**src/nsc_pkg.sv**
```systemverilog
// package for the node setup/config register bank
// assumes a single 100 MHz system clock domain
package nsc_pkg;

  localparam int unsigned CLK_MHZ = 100;

  // register offsets (plain port, byte wide data)
  localparam logic [3:0] OFF_CONFIG   = 4'h0;
  localparam logic [3:0] OFF_SETUP1   = 4'h1;
  localparam logic [3:0] OFF_SUBADDR  = 4'h2;
  localparam logic [3:0] OFF_INDIRECT = 4'h3;
  localparam logic [3:0] OFF_NODE_ID  = 4'h4;
  localparam logic [3:0] OFF_IRQ_STAT = 4'h5;
  localparam logic [3:0] OFF_IRQ_MASK = 4'h6;
  localparam logic [3:0] OFF_TIMEOUT  = 4'h7;

  // configuration register fields
  localparam int unsigned CFG_TRANSMIT_DRIVE_ENABLE_BIT  = 5;
  localparam int unsigned CFG_ET_HI_BIT = 4;
  localparam int unsigned CFG_ET_LO_BIT = 3;
  localparam int unsigned CFG_LINE_BIT  = 2;
  // setup 1 fields
  localparam int unsigned SU1_FIRST_PULSE_DRIVE_TYPE_BIT  = 7;
  localparam int unsigned SU1_SHORTNK_BIT = 6;
  localparam int unsigned SU1_PROMISC_BIT = 4;

  localparam logic [7:0] CONFIG_RESET  = 8'h00;
  localparam logic [7:0] SETUP1_RESET  = 8'h00;
  localparam logic [7:0] IDENT_RESET   = 8'h00;

  // nack limits
  localparam logic [7:0] NACK_LIMIT_SHORT = 8'h04;
  localparam logic [7:0] NACK_LIMIT_LONG  = 8'h80;

  // timeouts, as printed: response in tenths of us, idle in us, reconfig in ms
  localparam int unsigned RESP_00_TUS = 5966;
  localparam int unsigned RESP_01_TUS = 2984;
  localparam int unsigned RESP_10_TUS = 1492;
  localparam int unsigned RESP_11_TUS = 374;
  localparam int unsigned IDLE_00_US  = 656;
  localparam int unsigned IDLE_01_US  = 328;
  localparam int unsigned IDLE_10_US  = 164;
  localparam int unsigned IDLE_11_US  = 41;
  localparam int unsigned RCFG_LONG_MS  = 840;
  localparam int unsigned RCFG_SHORT_MS = 420;

  // cycle counts (longest times, so rounded down)
  localparam logic [31:0] RESP_00_CYC = 32'(RESP_00_TUS * CLK_MHZ / 10);
  localparam logic [31:0] RESP_01_CYC = 32'(RESP_01_TUS * CLK_MHZ / 10);
  localparam logic [31:0] RESP_10_CYC = 32'(RESP_10_TUS * CLK_MHZ / 10);
  localparam logic [31:0] RESP_11_CYC = 32'(RESP_11_TUS * CLK_MHZ / 10);
  localparam logic [31:0] IDLE_00_CYC = 32'(IDLE_00_US * CLK_MHZ);
  localparam logic [31:0] IDLE_01_CYC = 32'(IDLE_01_US * CLK_MHZ);
  localparam logic [31:0] IDLE_10_CYC = 32'(IDLE_10_US * CLK_MHZ);
  localparam logic [31:0] IDLE_11_CYC = 32'(IDLE_11_US * CLK_MHZ);
  localparam logic [31:0] RCFG_LONG_CYC  = 32'(RCFG_LONG_MS * 1000 * CLK_MHZ);
  localparam logic [31:0] RCFG_SHORT_CYC = 32'(RCFG_SHORT_MS * 1000 * CLK_MHZ);

  // interrupt status bits
  localparam int unsigned IRQ_EXCESS_NACK_FLAG_BIT = 0;
  localparam int unsigned IRQ_RXPKT_BIT  = 1;

  typedef enum logic [2:0] {
    NSC_SEL_TENT_ID,
    NSC_SEL_NODE_ID,
    NSC_SEL_SETUP1,
    NSC_SEL_NEXT_ID,
    NSC_SEL_SETUP2,
    NSC_SEL_RSVD
  } nsc_sel_t;

  typedef struct packed {
    logic [31:0] response;
    logic [31:0] idle;
    logic [31:0] reconfig;
  } nsc_timeouts_t;

  typedef struct packed {
    logic       valid;
    logic [7:0] dest_id;
  } nsc_rx_hdr_t;

  typedef struct packed {
    logic accept;
    logic send_ack;
  } nsc_rx_dec_t;

endpackage

```
**src/nsc_top.sv**
```systemverilog
// configuration and setup-1 register bank of a token-passing node
// assumes a byte-wide register port, synchronous inputs, one clock
//
// Overview of operation
// - Extended-timeout bits pick response, idle and reconfig timeouts.
// - The two low select bits route the indirect register location.
// - In backplane mode the first pulse output is push-pull if setup bit 7.
// - Excess-nack flag sets after 4 nacks if setup bit 6, else 128.
// - Setup bit 4 accepts every valid packet whatever its destination.
// - In that mode only packets for our own id are acknowledged.
// - Writing the config register clears the top select bit.
`timescale 1ns/1ps
`default_nettype none
module nsc_top (
  input  wire logic                  i_clk_sys,
  input  wire logic                  i_rst_n,
  input  wire logic [3:0]            i_addr,
  input  wire logic [7:0]            i_wdata,
  input  wire logic                  i_wr,
  input  wire logic                  i_rd,
  output logic      [7:0]            o_rdata,
  output logic                       o_irq,
  input  wire logic                  i_tx_req,
  input  wire logic                  i_tx_pulse,
  input  wire logic                  i_nack_seen,
  input  wire logic                  i_nack_clear,
  input  wire nsc_pkg::nsc_rx_hdr_t  i_rx_hdr,
  output nsc_pkg::nsc_rx_dec_t       o_rx_dec,
  output nsc_pkg::nsc_timeouts_t     o_timeouts,
  output logic                       o_first_pulse_out,
  output logic                       o_first_pulse_oe,
  output logic                       o_second_pulse_out_n,
  output logic                       o_tx_driver_enable_n,
  output logic                       o_line_mode_select,
  output logic                       o_excess_nack_flag
);

  logic [7:0] config_q;
  logic [7:0] setup1_q;
  logic       select_top_q;
  logic [7:0] tent_id_q;
  logic [7:0] node_id_q;
  logic [7:0] next_id_q;
  logic [7:0] setup2_q;
  logic [7:0] nack_cnt_q;
  logic       excess_q;
  logic [1:0] irq_stat_q;
  logic [1:0] irq_mask_q;
  logic [7:0] rdata_q;
  logic       pulse_q;
  logic       pulse_oe_q;
  logic       pulse2_n_q;
  logic       transmit_drive_enable_n_q;

  // field views
  wire logic transmit_drive_enable;
  wire logic line_mode_select;
  wire logic [1:0] indirect_reg_select;
  wire logic first_pulse_drive_type;
  wire logic short_nack_limit;
  wire logic promiscuous_receive;
  wire logic [1:0] ext_timeout;

  assign transmit_drive_enable  = config_q[nsc_pkg::CFG_TRANSMIT_DRIVE_ENABLE_BIT];
  assign ext_timeout            = {config_q[nsc_pkg::CFG_ET_HI_BIT],
                                   config_q[nsc_pkg::CFG_ET_LO_BIT]};
  assign line_mode_select       = config_q[nsc_pkg::CFG_LINE_BIT];
  assign indirect_reg_select    = config_q[1:0];
  assign first_pulse_drive_type = setup1_q[nsc_pkg::SU1_FIRST_PULSE_DRIVE_TYPE_BIT];
  assign short_nack_limit       = setup1_q[nsc_pkg::SU1_SHORTNK_BIT];
  assign promiscuous_receive    = setup1_q[nsc_pkg::SU1_PROMISC_BIT];

  // indirect location decode
  function automatic nsc_pkg::nsc_sel_t sel_decode(input logic top, input logic [1:0] low);
    nsc_pkg::nsc_sel_t s;
    s = nsc_pkg::NSC_SEL_RSVD;
    case ({top, low})
      3'b000:  s = nsc_pkg::NSC_SEL_TENT_ID;
      3'b001:  s = nsc_pkg::NSC_SEL_NODE_ID;
      3'b010:  s = nsc_pkg::NSC_SEL_SETUP1;
      3'b011:  s = nsc_pkg::NSC_SEL_NEXT_ID;
      3'b100:  s = nsc_pkg::NSC_SEL_SETUP2;
      default: s = nsc_pkg::NSC_SEL_RSVD;
    endcase
    return s;
  endfunction

  wire nsc_pkg::nsc_sel_t ind_sel;
  assign ind_sel = sel_decode(select_top_q, indirect_reg_select);

  // register port address match, shared by every write strobe
  function automatic logic addr_is(input logic [3:0] addr, input logic [3:0] offset);
    return addr == offset;
  endfunction

  // write strobes
  wire logic wr_config;
  wire logic wr_setup1;
  wire logic wr_subaddr;
  wire logic wr_ind;
  wire logic wr_node_id;
  wire logic wr_tent_id;
  wire logic wr_setup2;
  wire logic wr_irq_stat;
  wire logic wr_irq_mask;

  assign wr_config   = i_wr & addr_is(i_addr, nsc_pkg::OFF_CONFIG);
  assign wr_subaddr  = i_wr & addr_is(i_addr, nsc_pkg::OFF_SUBADDR);
  assign wr_ind      = i_wr & addr_is(i_addr, nsc_pkg::OFF_INDIRECT);
  assign wr_setup1   = (i_wr & addr_is(i_addr, nsc_pkg::OFF_SETUP1))
                     | (wr_ind & (ind_sel == nsc_pkg::NSC_SEL_SETUP1));
  assign wr_node_id  = (i_wr & addr_is(i_addr, nsc_pkg::OFF_NODE_ID))
                     | (wr_ind & (ind_sel == nsc_pkg::NSC_SEL_NODE_ID));
  // next id has no write path: read-only through the indirect location
  assign wr_tent_id  = wr_ind & (ind_sel == nsc_pkg::NSC_SEL_TENT_ID);
  assign wr_setup2   = wr_ind & (ind_sel == nsc_pkg::NSC_SEL_SETUP2);
  assign wr_irq_stat = i_wr & addr_is(i_addr, nsc_pkg::OFF_IRQ_STAT);
  assign wr_irq_mask = i_wr & addr_is(i_addr, nsc_pkg::OFF_IRQ_MASK);

  // low select bits are one store shared by config and sub-address views
  wire logic [7:0] config_d;
  assign config_d = wr_config  ? i_wdata :
                    wr_subaddr ? {config_q[7:2], i_wdata[1:0]} : config_q;

  // the sub-address write loads the top bit from data bit 2; a config write drops it
  wire logic select_top_d;
  assign select_top_d = wr_config  ? 1'b0 :
                        wr_subaddr ? i_wdata[2] : select_top_q;

  // one short process per register keeps each write path easy to follow
  always_ff @(posedge i_clk_sys or negedge i_rst_n) begin
    if (!i_rst_n) begin
      config_q <= nsc_pkg::CONFIG_RESET;
    end else begin
      config_q <= config_d;
    end
  end

  always_ff @(posedge i_clk_sys or negedge i_rst_n) begin
    if (!i_rst_n) begin
      select_top_q <= 1'b0;
    end else begin
      select_top_q <= select_top_d;
    end
  end

  always_ff @(posedge i_clk_sys or negedge i_rst_n) begin
    if (!i_rst_n) begin
      setup1_q <= nsc_pkg::SETUP1_RESET;
    end else if (wr_setup1) begin
      setup1_q <= i_wdata;
    end
  end

  always_ff @(posedge i_clk_sys or negedge i_rst_n) begin
    if (!i_rst_n) begin
      node_id_q <= nsc_pkg::IDENT_RESET;
    end else if (wr_node_id) begin
      node_id_q <= i_wdata;
    end
  end

  always_ff @(posedge i_clk_sys or negedge i_rst_n) begin
    if (!i_rst_n) begin
      tent_id_q <= nsc_pkg::IDENT_RESET;
    end else if (wr_tent_id) begin
      tent_id_q <= i_wdata;
    end
  end

  always_ff @(posedge i_clk_sys or negedge i_rst_n) begin
    if (!i_rst_n) begin
      setup2_q <= nsc_pkg::IDENT_RESET;
    end else if (wr_setup2) begin
      setup2_q <= i_wdata;
    end
  end

  always_ff @(posedge i_clk_sys or negedge i_rst_n) begin
    if (!i_rst_n) begin
      irq_mask_q <= 2'h0;
    end else if (wr_irq_mask) begin
      irq_mask_q <= i_wdata[1:0];
    end
  end

  // next id is read-only here; follows tentative id as a simple stand-in
  always_ff @(posedge i_clk_sys or negedge i_rst_n) begin
    if (!i_rst_n) begin
      next_id_q <= nsc_pkg::IDENT_RESET;
    end else begin
      next_id_q <= tent_id_q;
    end
  end

  // timeouts
  nsc_timeout_sel u_timeout_sel (
    .i_ext_bits (ext_timeout),
    .o_timeouts (o_timeouts)
  );

  // receive filter
  nsc_rx_filter u_rx_filter (
    .i_promisc (promiscuous_receive),
    .i_node_id (node_id_q),
    .i_hdr     (i_rx_hdr),
    .o_dec     (o_rx_dec)
  );

  // excessive nack counting
  wire logic [7:0] nack_limit;
  wire logic       nack_hit;
  assign nack_limit = short_nack_limit ? nsc_pkg::NACK_LIMIT_SHORT
                                       : nsc_pkg::NACK_LIMIT_LONG;
  assign nack_hit   = i_nack_seen & ((nack_cnt_q + 8'h01) >= nack_limit);

  // count restarts after every hit, so the limit applies again
  wire logic [7:0] nack_cnt_d;
  assign nack_cnt_d = (nack_hit | i_nack_clear) ? 8'h00 :
                      i_nack_seen               ? nack_cnt_q + 8'h01 : nack_cnt_q;

  always_ff @(posedge i_clk_sys or negedge i_rst_n) begin
    if (!i_rst_n) begin
      nack_cnt_q <= 8'h00;
    end else begin
      nack_cnt_q <= nack_cnt_d;
    end
  end

  // a new hit wins over a clear in the same cycle
  wire logic excess_d;
  assign excess_d = nack_hit | (excess_q & ~i_nack_clear);

  always_ff @(posedge i_clk_sys or negedge i_rst_n) begin
    if (!i_rst_n) begin
      excess_q <= 1'b0;
    end else begin
      excess_q <= excess_d;
    end
  end

  // interrupts: status set wins over write-one-to-clear
  wire logic [1:0] irq_events;
  assign irq_events[nsc_pkg::IRQ_EXCESS_NACK_FLAG_BIT] = nack_hit;
  assign irq_events[nsc_pkg::IRQ_RXPKT_BIT]  = o_rx_dec.accept;

  wire logic [1:0] irq_clear;
  wire logic [1:0] irq_stat_d;
  assign irq_clear  = wr_irq_stat ? i_wdata[1:0] : 2'h0;
  assign irq_stat_d = (irq_stat_q & ~irq_clear) | irq_events;

  always_ff @(posedge i_clk_sys or negedge i_rst_n) begin
    if (!i_rst_n) begin
      irq_stat_q <= 2'h0;
    end else begin
      irq_stat_q <= irq_stat_d;
    end
  end

  assign o_irq = |(irq_stat_q & irq_mask_q);

  // pulse line drivers, registered
  wire logic tx_active;
  assign tx_active = transmit_drive_enable & i_tx_req;

  // open drain: pull low on a pulse, otherwise let go
  wire logic open_drain;
  wire logic pulse_d;
  wire logic pulse_oe_d;
  assign open_drain = line_mode_select & ~first_pulse_drive_type;
  assign pulse_d    = tx_active & ~open_drain & i_tx_pulse;
  assign pulse_oe_d = tx_active & (open_drain ? i_tx_pulse : 1'b1);

  always_ff @(posedge i_clk_sys or negedge i_rst_n) begin
    if (!i_rst_n) begin
      transmit_drive_enable_n_q   <= 1'b1;
      pulse2_n_q <= 1'b1;
    end else begin
      transmit_drive_enable_n_q   <= ~(tx_active & line_mode_select);
      pulse2_n_q <= ~(tx_active & ~line_mode_select & i_tx_pulse);
    end
  end

  always_ff @(posedge i_clk_sys or negedge i_rst_n) begin
    if (!i_rst_n) begin
      pulse_q    <= 1'b0;
      pulse_oe_q <= 1'b0;
    end else begin
      pulse_q    <= pulse_d;
      pulse_oe_q <= pulse_oe_d;
    end
  end

  assign o_first_pulse_out    = pulse_q;
  assign o_first_pulse_oe     = pulse_oe_q;
  assign o_second_pulse_out_n = pulse2_n_q;
  assign o_tx_driver_enable_n = transmit_drive_enable_n_q;
  assign o_line_mode_select   = line_mode_select;
  assign o_excess_nack_flag   = excess_q;

  // read mux
  wire logic [7:0] ind_rdata;
  assign ind_rdata = (ind_sel == nsc_pkg::NSC_SEL_TENT_ID) ? tent_id_q :
                     (ind_sel == nsc_pkg::NSC_SEL_NODE_ID) ? node_id_q :
                     (ind_sel == nsc_pkg::NSC_SEL_SETUP1)  ? setup1_q  :
                     (ind_sel == nsc_pkg::NSC_SEL_NEXT_ID) ? next_id_q :
                     (ind_sel == nsc_pkg::NSC_SEL_SETUP2)  ? setup2_q  : 8'h00;

  logic [7:0] rd_mux;
  always_comb begin
    case (i_addr)
      nsc_pkg::OFF_CONFIG:   rd_mux = config_q;
      nsc_pkg::OFF_SETUP1:   rd_mux = setup1_q;
      nsc_pkg::OFF_SUBADDR:  rd_mux = {5'h00, select_top_q, config_q[1:0]};
      nsc_pkg::OFF_INDIRECT: rd_mux = ind_rdata;
      nsc_pkg::OFF_NODE_ID:  rd_mux = node_id_q;
      nsc_pkg::OFF_IRQ_STAT: rd_mux = {6'h00, irq_stat_q};
      nsc_pkg::OFF_IRQ_MASK: rd_mux = {6'h00, irq_mask_q};
      nsc_pkg::OFF_TIMEOUT:  rd_mux = {5'h00, excess_q, ext_timeout};
      default:               rd_mux = 8'h00;
    endcase
  end

  // reads return zero outside the one answer cycle
  wire logic [7:0] rdata_d;
  assign rdata_d = i_rd ? rd_mux : 8'h00;

  always_ff @(posedge i_clk_sys or negedge i_rst_n) begin
    if (!i_rst_n) begin
      rdata_q <= 8'h00;
    end else begin
      rdata_q <= rdata_d;
    end
  end

  assign o_rdata = rdata_q;

endmodule
`default_nettype wire

```
**src/nsc_timeout_sel.sv**
```systemverilog
// timeout selection from the two extended-timeout bits
// assumes the counters that use these values live elsewhere in the node
`timescale 1ns/1ps
`default_nettype none
module nsc_timeout_sel (
  input  wire logic [1:0]            i_ext_bits,
  output nsc_pkg::nsc_timeouts_t     o_timeouts
);

  always_comb begin
    case (i_ext_bits)
      2'b00: begin
        o_timeouts = '{nsc_pkg::RESP_00_CYC, nsc_pkg::IDLE_00_CYC, nsc_pkg::RCFG_LONG_CYC};
      end
      2'b01: begin
        o_timeouts = '{nsc_pkg::RESP_01_CYC, nsc_pkg::IDLE_01_CYC, nsc_pkg::RCFG_LONG_CYC};
      end
      2'b10: begin
        o_timeouts = '{nsc_pkg::RESP_10_CYC, nsc_pkg::IDLE_10_CYC, nsc_pkg::RCFG_LONG_CYC};
      end
      default: begin
        o_timeouts = '{nsc_pkg::RESP_11_CYC, nsc_pkg::IDLE_11_CYC, nsc_pkg::RCFG_SHORT_CYC};
      end
    endcase
  end

endmodule
`default_nettype wire

```
**src/nsc_rx_filter.sv**
```systemverilog
// receive address filter with promiscuous mode
// assumes the header is presented for one cycle per valid data packet
`timescale 1ns/1ps
`default_nettype none
module nsc_rx_filter (
  input  wire logic                  i_promisc,
  input  wire logic [7:0]            i_node_id,
  input  wire nsc_pkg::nsc_rx_hdr_t  i_hdr,
  output nsc_pkg::nsc_rx_dec_t       o_dec
);

  wire logic own_dest;
  assign own_dest = i_hdr.dest_id == i_node_id;

  // acks stay tied to own id even when listening to everything
  assign o_dec.accept   = i_hdr.valid & (own_dest | i_promisc);
  assign o_dec.send_ack = i_hdr.valid & own_dest;

endmodule
`default_nettype wire

```
**config.mk**
```make
export PLATFORM = sky130hd
export DESIGN_NAME = nsc_top
export DESIGN_NICKNAME = d
export VERILOG_FILES = /design/src/nsc_pkg.sv /design/src/nsc_top.sv /design/src/nsc_timeout_sel.sv /design/src/nsc_rx_filter.sv
export SDC_FILE = /design/constraint.sdc
export NUM_CORES = 1
export LEC_CHECK = 0
export ABC_AREA = 1
export BUFFER_PORTS_ARGS = -buffer_cell sky130_fd_sc_hd__buf_2
export CAP_MARGIN = 15
export CORE_ASPECT_RATIO = 0.7
export CORE_MARGIN = 10
export CORE_UTILIZATION = 52
export DETAILED_ROUTE_END_ITERATION = 12
export GPL_TIMING_DRIVEN = 1
export PLACE_DENSITY = 0.81
export SLEW_MARGIN = 20
export SYNTH_ARGS = -nofsm -noshare
export SYNTH_HDL_FRONTEND = slang
export SYNTH_SLANG_ARGS = --single-unit
```
**constraint.sdc**
```tcl
create_clock -name i_clk_sys -period 2.5 [get_ports i_clk_sys]
set_clock_uncertainty 0.15 [all_clocks]
set_input_delay 0.5 -clock i_clk_sys [delete_from_list [all_inputs] [get_ports i_clk_sys]]
set_output_delay 0.5 -clock i_clk_sys [all_outputs]
set_load 0.01 [all_outputs]
```
### After elaboration in Yosys (flattened, before gate mapping)

Index checks and enable logic that the tools add are counted.
W data, S select, Z words.

* $add $sub $neg: 1
* $mul: 0
* divide/modulo/power cells: 0
* order comparisons: 1
* equality and inequality tests: 18
* shift-type cells: 0
* mux-type cells: 18
* bitwise gates (word level): 38
* reduce and logical (&&, ||, !) cells: 7

Operator list (number)
* $pmux W80 S3: 1
* $mux W8: 10
* $pmux W8 S8: 1
* $and A1 B1 Y1: 23
* $eq A4 B3 Y1 const B: 4
* $pmux W3 S5: 1
* $eq A3 B2 Y1 const B: 4
* $add A8 B1 Y8 const B: 1
* $eq A4 B2 Y1 const B: 2
* $eq A8 B8 Y1: 1
* $ge A8 B8 Y1: 1
* $eq A3 B1 Y1 const B: 2
* $eq A3 B3 Y1 const B: 2
* $logic_not A3 Y1: 2
* $not A1 Y1: 6
* $or A1 B1 Y1: 5
* $and A2 B2 Y2: 2
* $eq A4 B1 Y1 const B: 1
* $logic_not A4 Y1: 1
* $mux W2: 2
* $reduce_bool A2 Y1: 2
* $mux W1: 3
* $eq A2 B1 Y1 const B: 1
* $eq A2 B2 Y1 const B: 1
* 4 further kinds: 4

* register bits: 74
* latch bits: 0
* RAM bits: 0
* ROM bits: 0
* output and inout bits: 113
* logic and storage cells: 100
* memories kept: 0

### Logic depth before layout (Yosys ltp)

* word-level depth: 10
* depth in mapped cells: 12
* mapped depth without buffers: 12

### Modules after synthesis

A second synthesis with hierarchy kept.

* cell total of the unflattened synthesis: 549
* area total of the unflattened synthesis: 4484.3 um2

Modules (own cells, without submodules)
* nsc_top: instances 1, cells an instance 408, area an instance 3545.9 um2, seq. area each 1854.3 um2
* nsc_timeout_sel: instances 1, cells an instance 105, area an instance 765.7 um2, seq. area each 0.0 um2
* nsc_rx_filter: instances 1, cells an instance 36, area an instance 172.7 um2, seq. area each 0.0 um2

### Least setup slack after synthesis

No wires, ideal clock.

* path type: reg-to-reg
* start: register nack_cnt_q[0]
* end: register excess_q (netlist: o_excess_nack_flag)
* setup time: 128 ps
* data arrival time: 1682 ps
* required time: 2222 ps
* setup slack: 540 ps
* stages on the path, launching flop included: 12
* clock period less this slack: 1960 ps
* path through: dfrtp_1 ha_1 xnor2_1 ha_1 nand2_1 nand3_1 a21oi_1 nand2_1 nand2_1 nand2_1 nand2_4 o21ai_0

* word-level cells in the longest chain between the ends: 4

Ends and longest elaborated chain
* start: declaration: RTL line nsc_top.sv:45 `logic [7:0] nack_cnt_q;`
* start signal: assignment: RTL line nsc_top.sv:226 `nack_cnt_q <= nack_cnt_d;`
* $add A8 B1 Y8: RTL line nsc_top.sv:215 `assign nack_hit = i_nack_seen & ((nack_cnt_q + 8'h01) >= nack_limit);`
* $ge A8 B8 Y1: RTL line nsc_top.sv:215
* $and A1 B1 Y1: RTL line nsc_top.sv:215
* $or A1 B1 Y1: RTL line nsc_top.sv:232 `assign excess_d = nack_hit | (excess_q & ~i_nack_clear);`
* via excess_d: RTL line nsc_top.sv:231 `wire logic excess_d;`
* end signal: assignment: RTL line nsc_top.sv:238 `excess_q <= excess_d;`
* end: declaration: RTL line nsc_top.sv:46 `logic excess_q;`

The timed path passes the listed nets, and every way through them passes these cells.
A chain may end at the register's enable or synchronous reset.

==> impl_metrics.json <==
{
  "status": "finished, final reports clean",
  "power_density_nw_per_um2": 787,
  "syn2layout_area_growth_pct": 9.18,
  "io_pins": 142,
  "ys_types": 40,
  "slew_viol_final": 0,
  "tns_ps": 0,
  "yosys_warnings": 0,
  "async_reset_ff_frac": 1.00,
  "ys.flop_type": "dfrtp_1",
  "pwr-share-clk": 0.331,
  "place_ws_ps": 311,
  "dp_hpwl_um": 9420,
  "period_needed_ps": 2390,
  "ctsHoldBuffers": 0,
  "clk_pin_slew_ps": 60,
  "drive_gt1_frac": 0.246,
  "stdcell_count": 706,
  "grt_pass1_wl_um": 18300,
  "initial_core_util": 0.533,
  "drtAntennaViolNets": 0,
  "via_per_inst": 5.11,
  "antenna_found_initial": 0,
  "whs_ps": 28.4,
  "clock_path_buffers": 2,
  "die_h_um": 97.7,
  "nets": 634,
  "grt_usage": 0.183,
  "design_area_um2": 4890,
  "wl_per_cell_um": 16.6,
  "finalHoldViolCount": 0,
  "internal-power_mw": 2.55,
  "rsz0062_at_grt": "no",
  "gp_congestion": 0.910,
  "cts_tree": "done",
  "floorplan.die_area_um2": 12800,
  "wl_met1_um": 5020,
  "syn_avg_cell_area_um2": 8.41,
  "path_cells": "inv_1 > nor2_1 > a211oi_1 > nand3_1 > o21ai_0 > buf_2",
  "postCtsSetupRepairBufs": 0,
  "dr_wl_met2_um": 5330,
  "yosys.area.top_type_share": 0.402,
  "core_area_um2": 8410,
  "synth_top_cell_by_area": "dfrtp_1",
  "first_iter_violations": 287,
  "power_leakage_nw": 2.59,
  "slew_headroom": 0.582,
  "dieWidth_um": 131,
  "final.setup.worst_slack_ps": 111,
  "critical-path-top-delay-family": "compound AO/OA/AOI/OAI gates",
  "seqPwrFrac": 0.413,
  "dp_cells": 690,
  "p_switching_mw": 1.30,
  "yosysSeqAreaShare": 0.414,
  "critPathKind": "reg2out",
  "synth_area_leaders": "dfrtp_1 (40%), buf_4 (14%), nand2_1 (8.2%), inv_1 (4.9%), o21ai_0 (3.8%)",
  "fillers": 776,
  "rows": 28,
  "cts_num_sinks": 74,
  "clock.fmax_ghz": 0.419,
  "critPathCaptureType": "output pin",
  "critPathMaxFanout": 4,
  "cp_slowest_cell": "dfrtp_1",
  "worstPathRequired_ps": 1850,
  "highest_layer": "met4",
  "post_cts_resized": 0,
  "drc": 0,
  "area.sequential_um2": 1850,
  "worstHoldPathType": "in2async",
  "multi_input_area_um2": 1920,
  "insertion_delay_ps": 340,
  "grt_pass1_vias": 3472,
  "grt_max_degree": 28,
  "pwr-share-comb": 0.256,
  "switching_share": 0.339,
  "synth_edf_count": 0,
  "period_share": 0.956,
  "synth_most_common_cell": "nand2_1",
  "vias": 3606,
  "diodes": 0,
  "post_dp_cell_area_um2": 4600,
  "slowest_delay_ps": 390,
  "routed_wl_um": 11700,
  "critPathLaunchType": "flip-flop",
  "htree_levels": 3,
  "wl_met3_um": 1230,
  "worst-path-buf-inv": 2,
  "ys_seq_elements": 74,
  "cts_buffers": 9,
  "power_mw": 3.85,
  "worst_pin_slew_ps": 627,
  "maxCapViolations": 0,
  "arrival_ps": 1740,
  "syn_area_um2": 4480,
  "ir_drop_v": 0.000483,
  "fin_util": 0.582,
  "cts_root_buf": "clkbuf_16",
  "synth_commonest_cells": "nand2_1 (98), buf_4 (86), dfrtp_1 (72), inv_1 (59), o21ai_0 (34)",
  "syn_inst": 533,
  "port_buffers": 76,
  "finalSetupViolations": 0,
  "gr-total-overflow": 0,
  "first_pass_iters": 5
}
## final timing paths
check | endpoint | start | cells after the start | slack [ps]
max | o_rx_dec[1] | node_id_q[6] | 6 | 110
min | next_id_q[5] | i_rst_n | 1 | 30
max reg2reg | o_excess_nack_flag | nack_cnt_q[0] | 11 | 270
min reg2reg | next_id_q[3] | tent_id_q[3] | 0 | 250
max in group asynchronous | nack_cnt_q[3] | i_rst_n | 2 | 1600
min in group i_clk_sys | o_second_pulse_out_n | i_tx_pulse | 2 | 140
## sequential cells by signal, indices dropped and copies added, names as in the netlist, 2 cells and up
name,count
setup2_q,8
tent_id_q,8
node_id_q,8
irq_stat_q,2
irq_mask_q,2
config_q,8
setup1_q,8
nack_cnt_q,8
o_rdata,8
next_id_q,8
## worst register-to-register path, delay by kind of cell, from the launching register on
| family | cells | cell delay [ps] |
|---|---|---|
| adders and majority gates | 2 | 550 |
| xor gates and xnor gates | 1 | 220 |
| and+or+nand+nor | 6 | 470 |
| DFF | 1 | 470 |
| AOI/OAI and AO/OA | 2 | 240 |
## logic make-up (layout without fill, tap and decap cells)
family	count (synthesis)	in the layout	share of synthesized area
AND/OR/NAND/NOR	175	175	0.184
XOR/XNOR	6	6	0.0117
AO/OA/AOI/OAI	110	110	0.153
buffers and inverters	157	162	0.211
other	2	65	0.00168
flip-flops	74	74	0.414
adder cells (fa/ha/maj)	9	9	0.0251
## layout make-up
cell class / count / area share
multi-input cells: 365 / 0.392
flip-flops and latches: 74 / 0.379
repair buffers: 82 / 0.0920
inverters: 64 / 0.0496
clock buffers: 10 / 0.0468
well taps: 105 / 0.0268
clock inverters: 6 / 0.0138
## cell usage in the layout (no fill, tap or decap), types with 2 or more instances in the layout
cell	netlist	final
a211oi_1	3	3
a21oi_1	21	21
a221oi_1	3	3
a22o_1	2	2
buf_12	0	2
buf_2	0	76
buf_4	86	4
clkbuf_16	0	9
clkinvlp_4	0	2
conb_1	2	65
dfrtp_1	72	72
dfstp_2	2	2
ha_1	9	9
inv_1	59	59
inv_2	4	4
nand2_1	98	98
nand2_2	6	6
nand3_1	27	27
nand4_1	3	3
nor2_1	20	20
nor2_2	2	2
nor2_4	2	2
nor3_1	2	2
nor3_4	2	2
o21ai_0	34	34
o21ai_1	9	9
o21ai_2	19	19
o22ai_1	13	13
o2bb2ai_1	2	2
or2_2	9	9
xnor2_1	5	5
## layer usage
metal	vias up	GRT usage
li1	1708	-
met1	1708	0.237
met3	17	0.0747
met4	0	0.0605
met2	173	0.270
met5	-	0
## power groups by stage
| stage | combinational (mW) | clock (mW) | sequential [mW] |
|---|---|---|---|
| floorplan | 0.791 | 0 | 1.56 |
| global placement | 0.953 | 0 | 1.59 |
| detailed placement | 0.978 | 0 | 1.61 |
| CTS | 0.982 | 1.30 | 1.59 |
| global route | 1.10 | 1.37 | 1.61 |
| finish | 0.986 | 1.28 | 1.59 |
(Power assumes the default switching activity.)
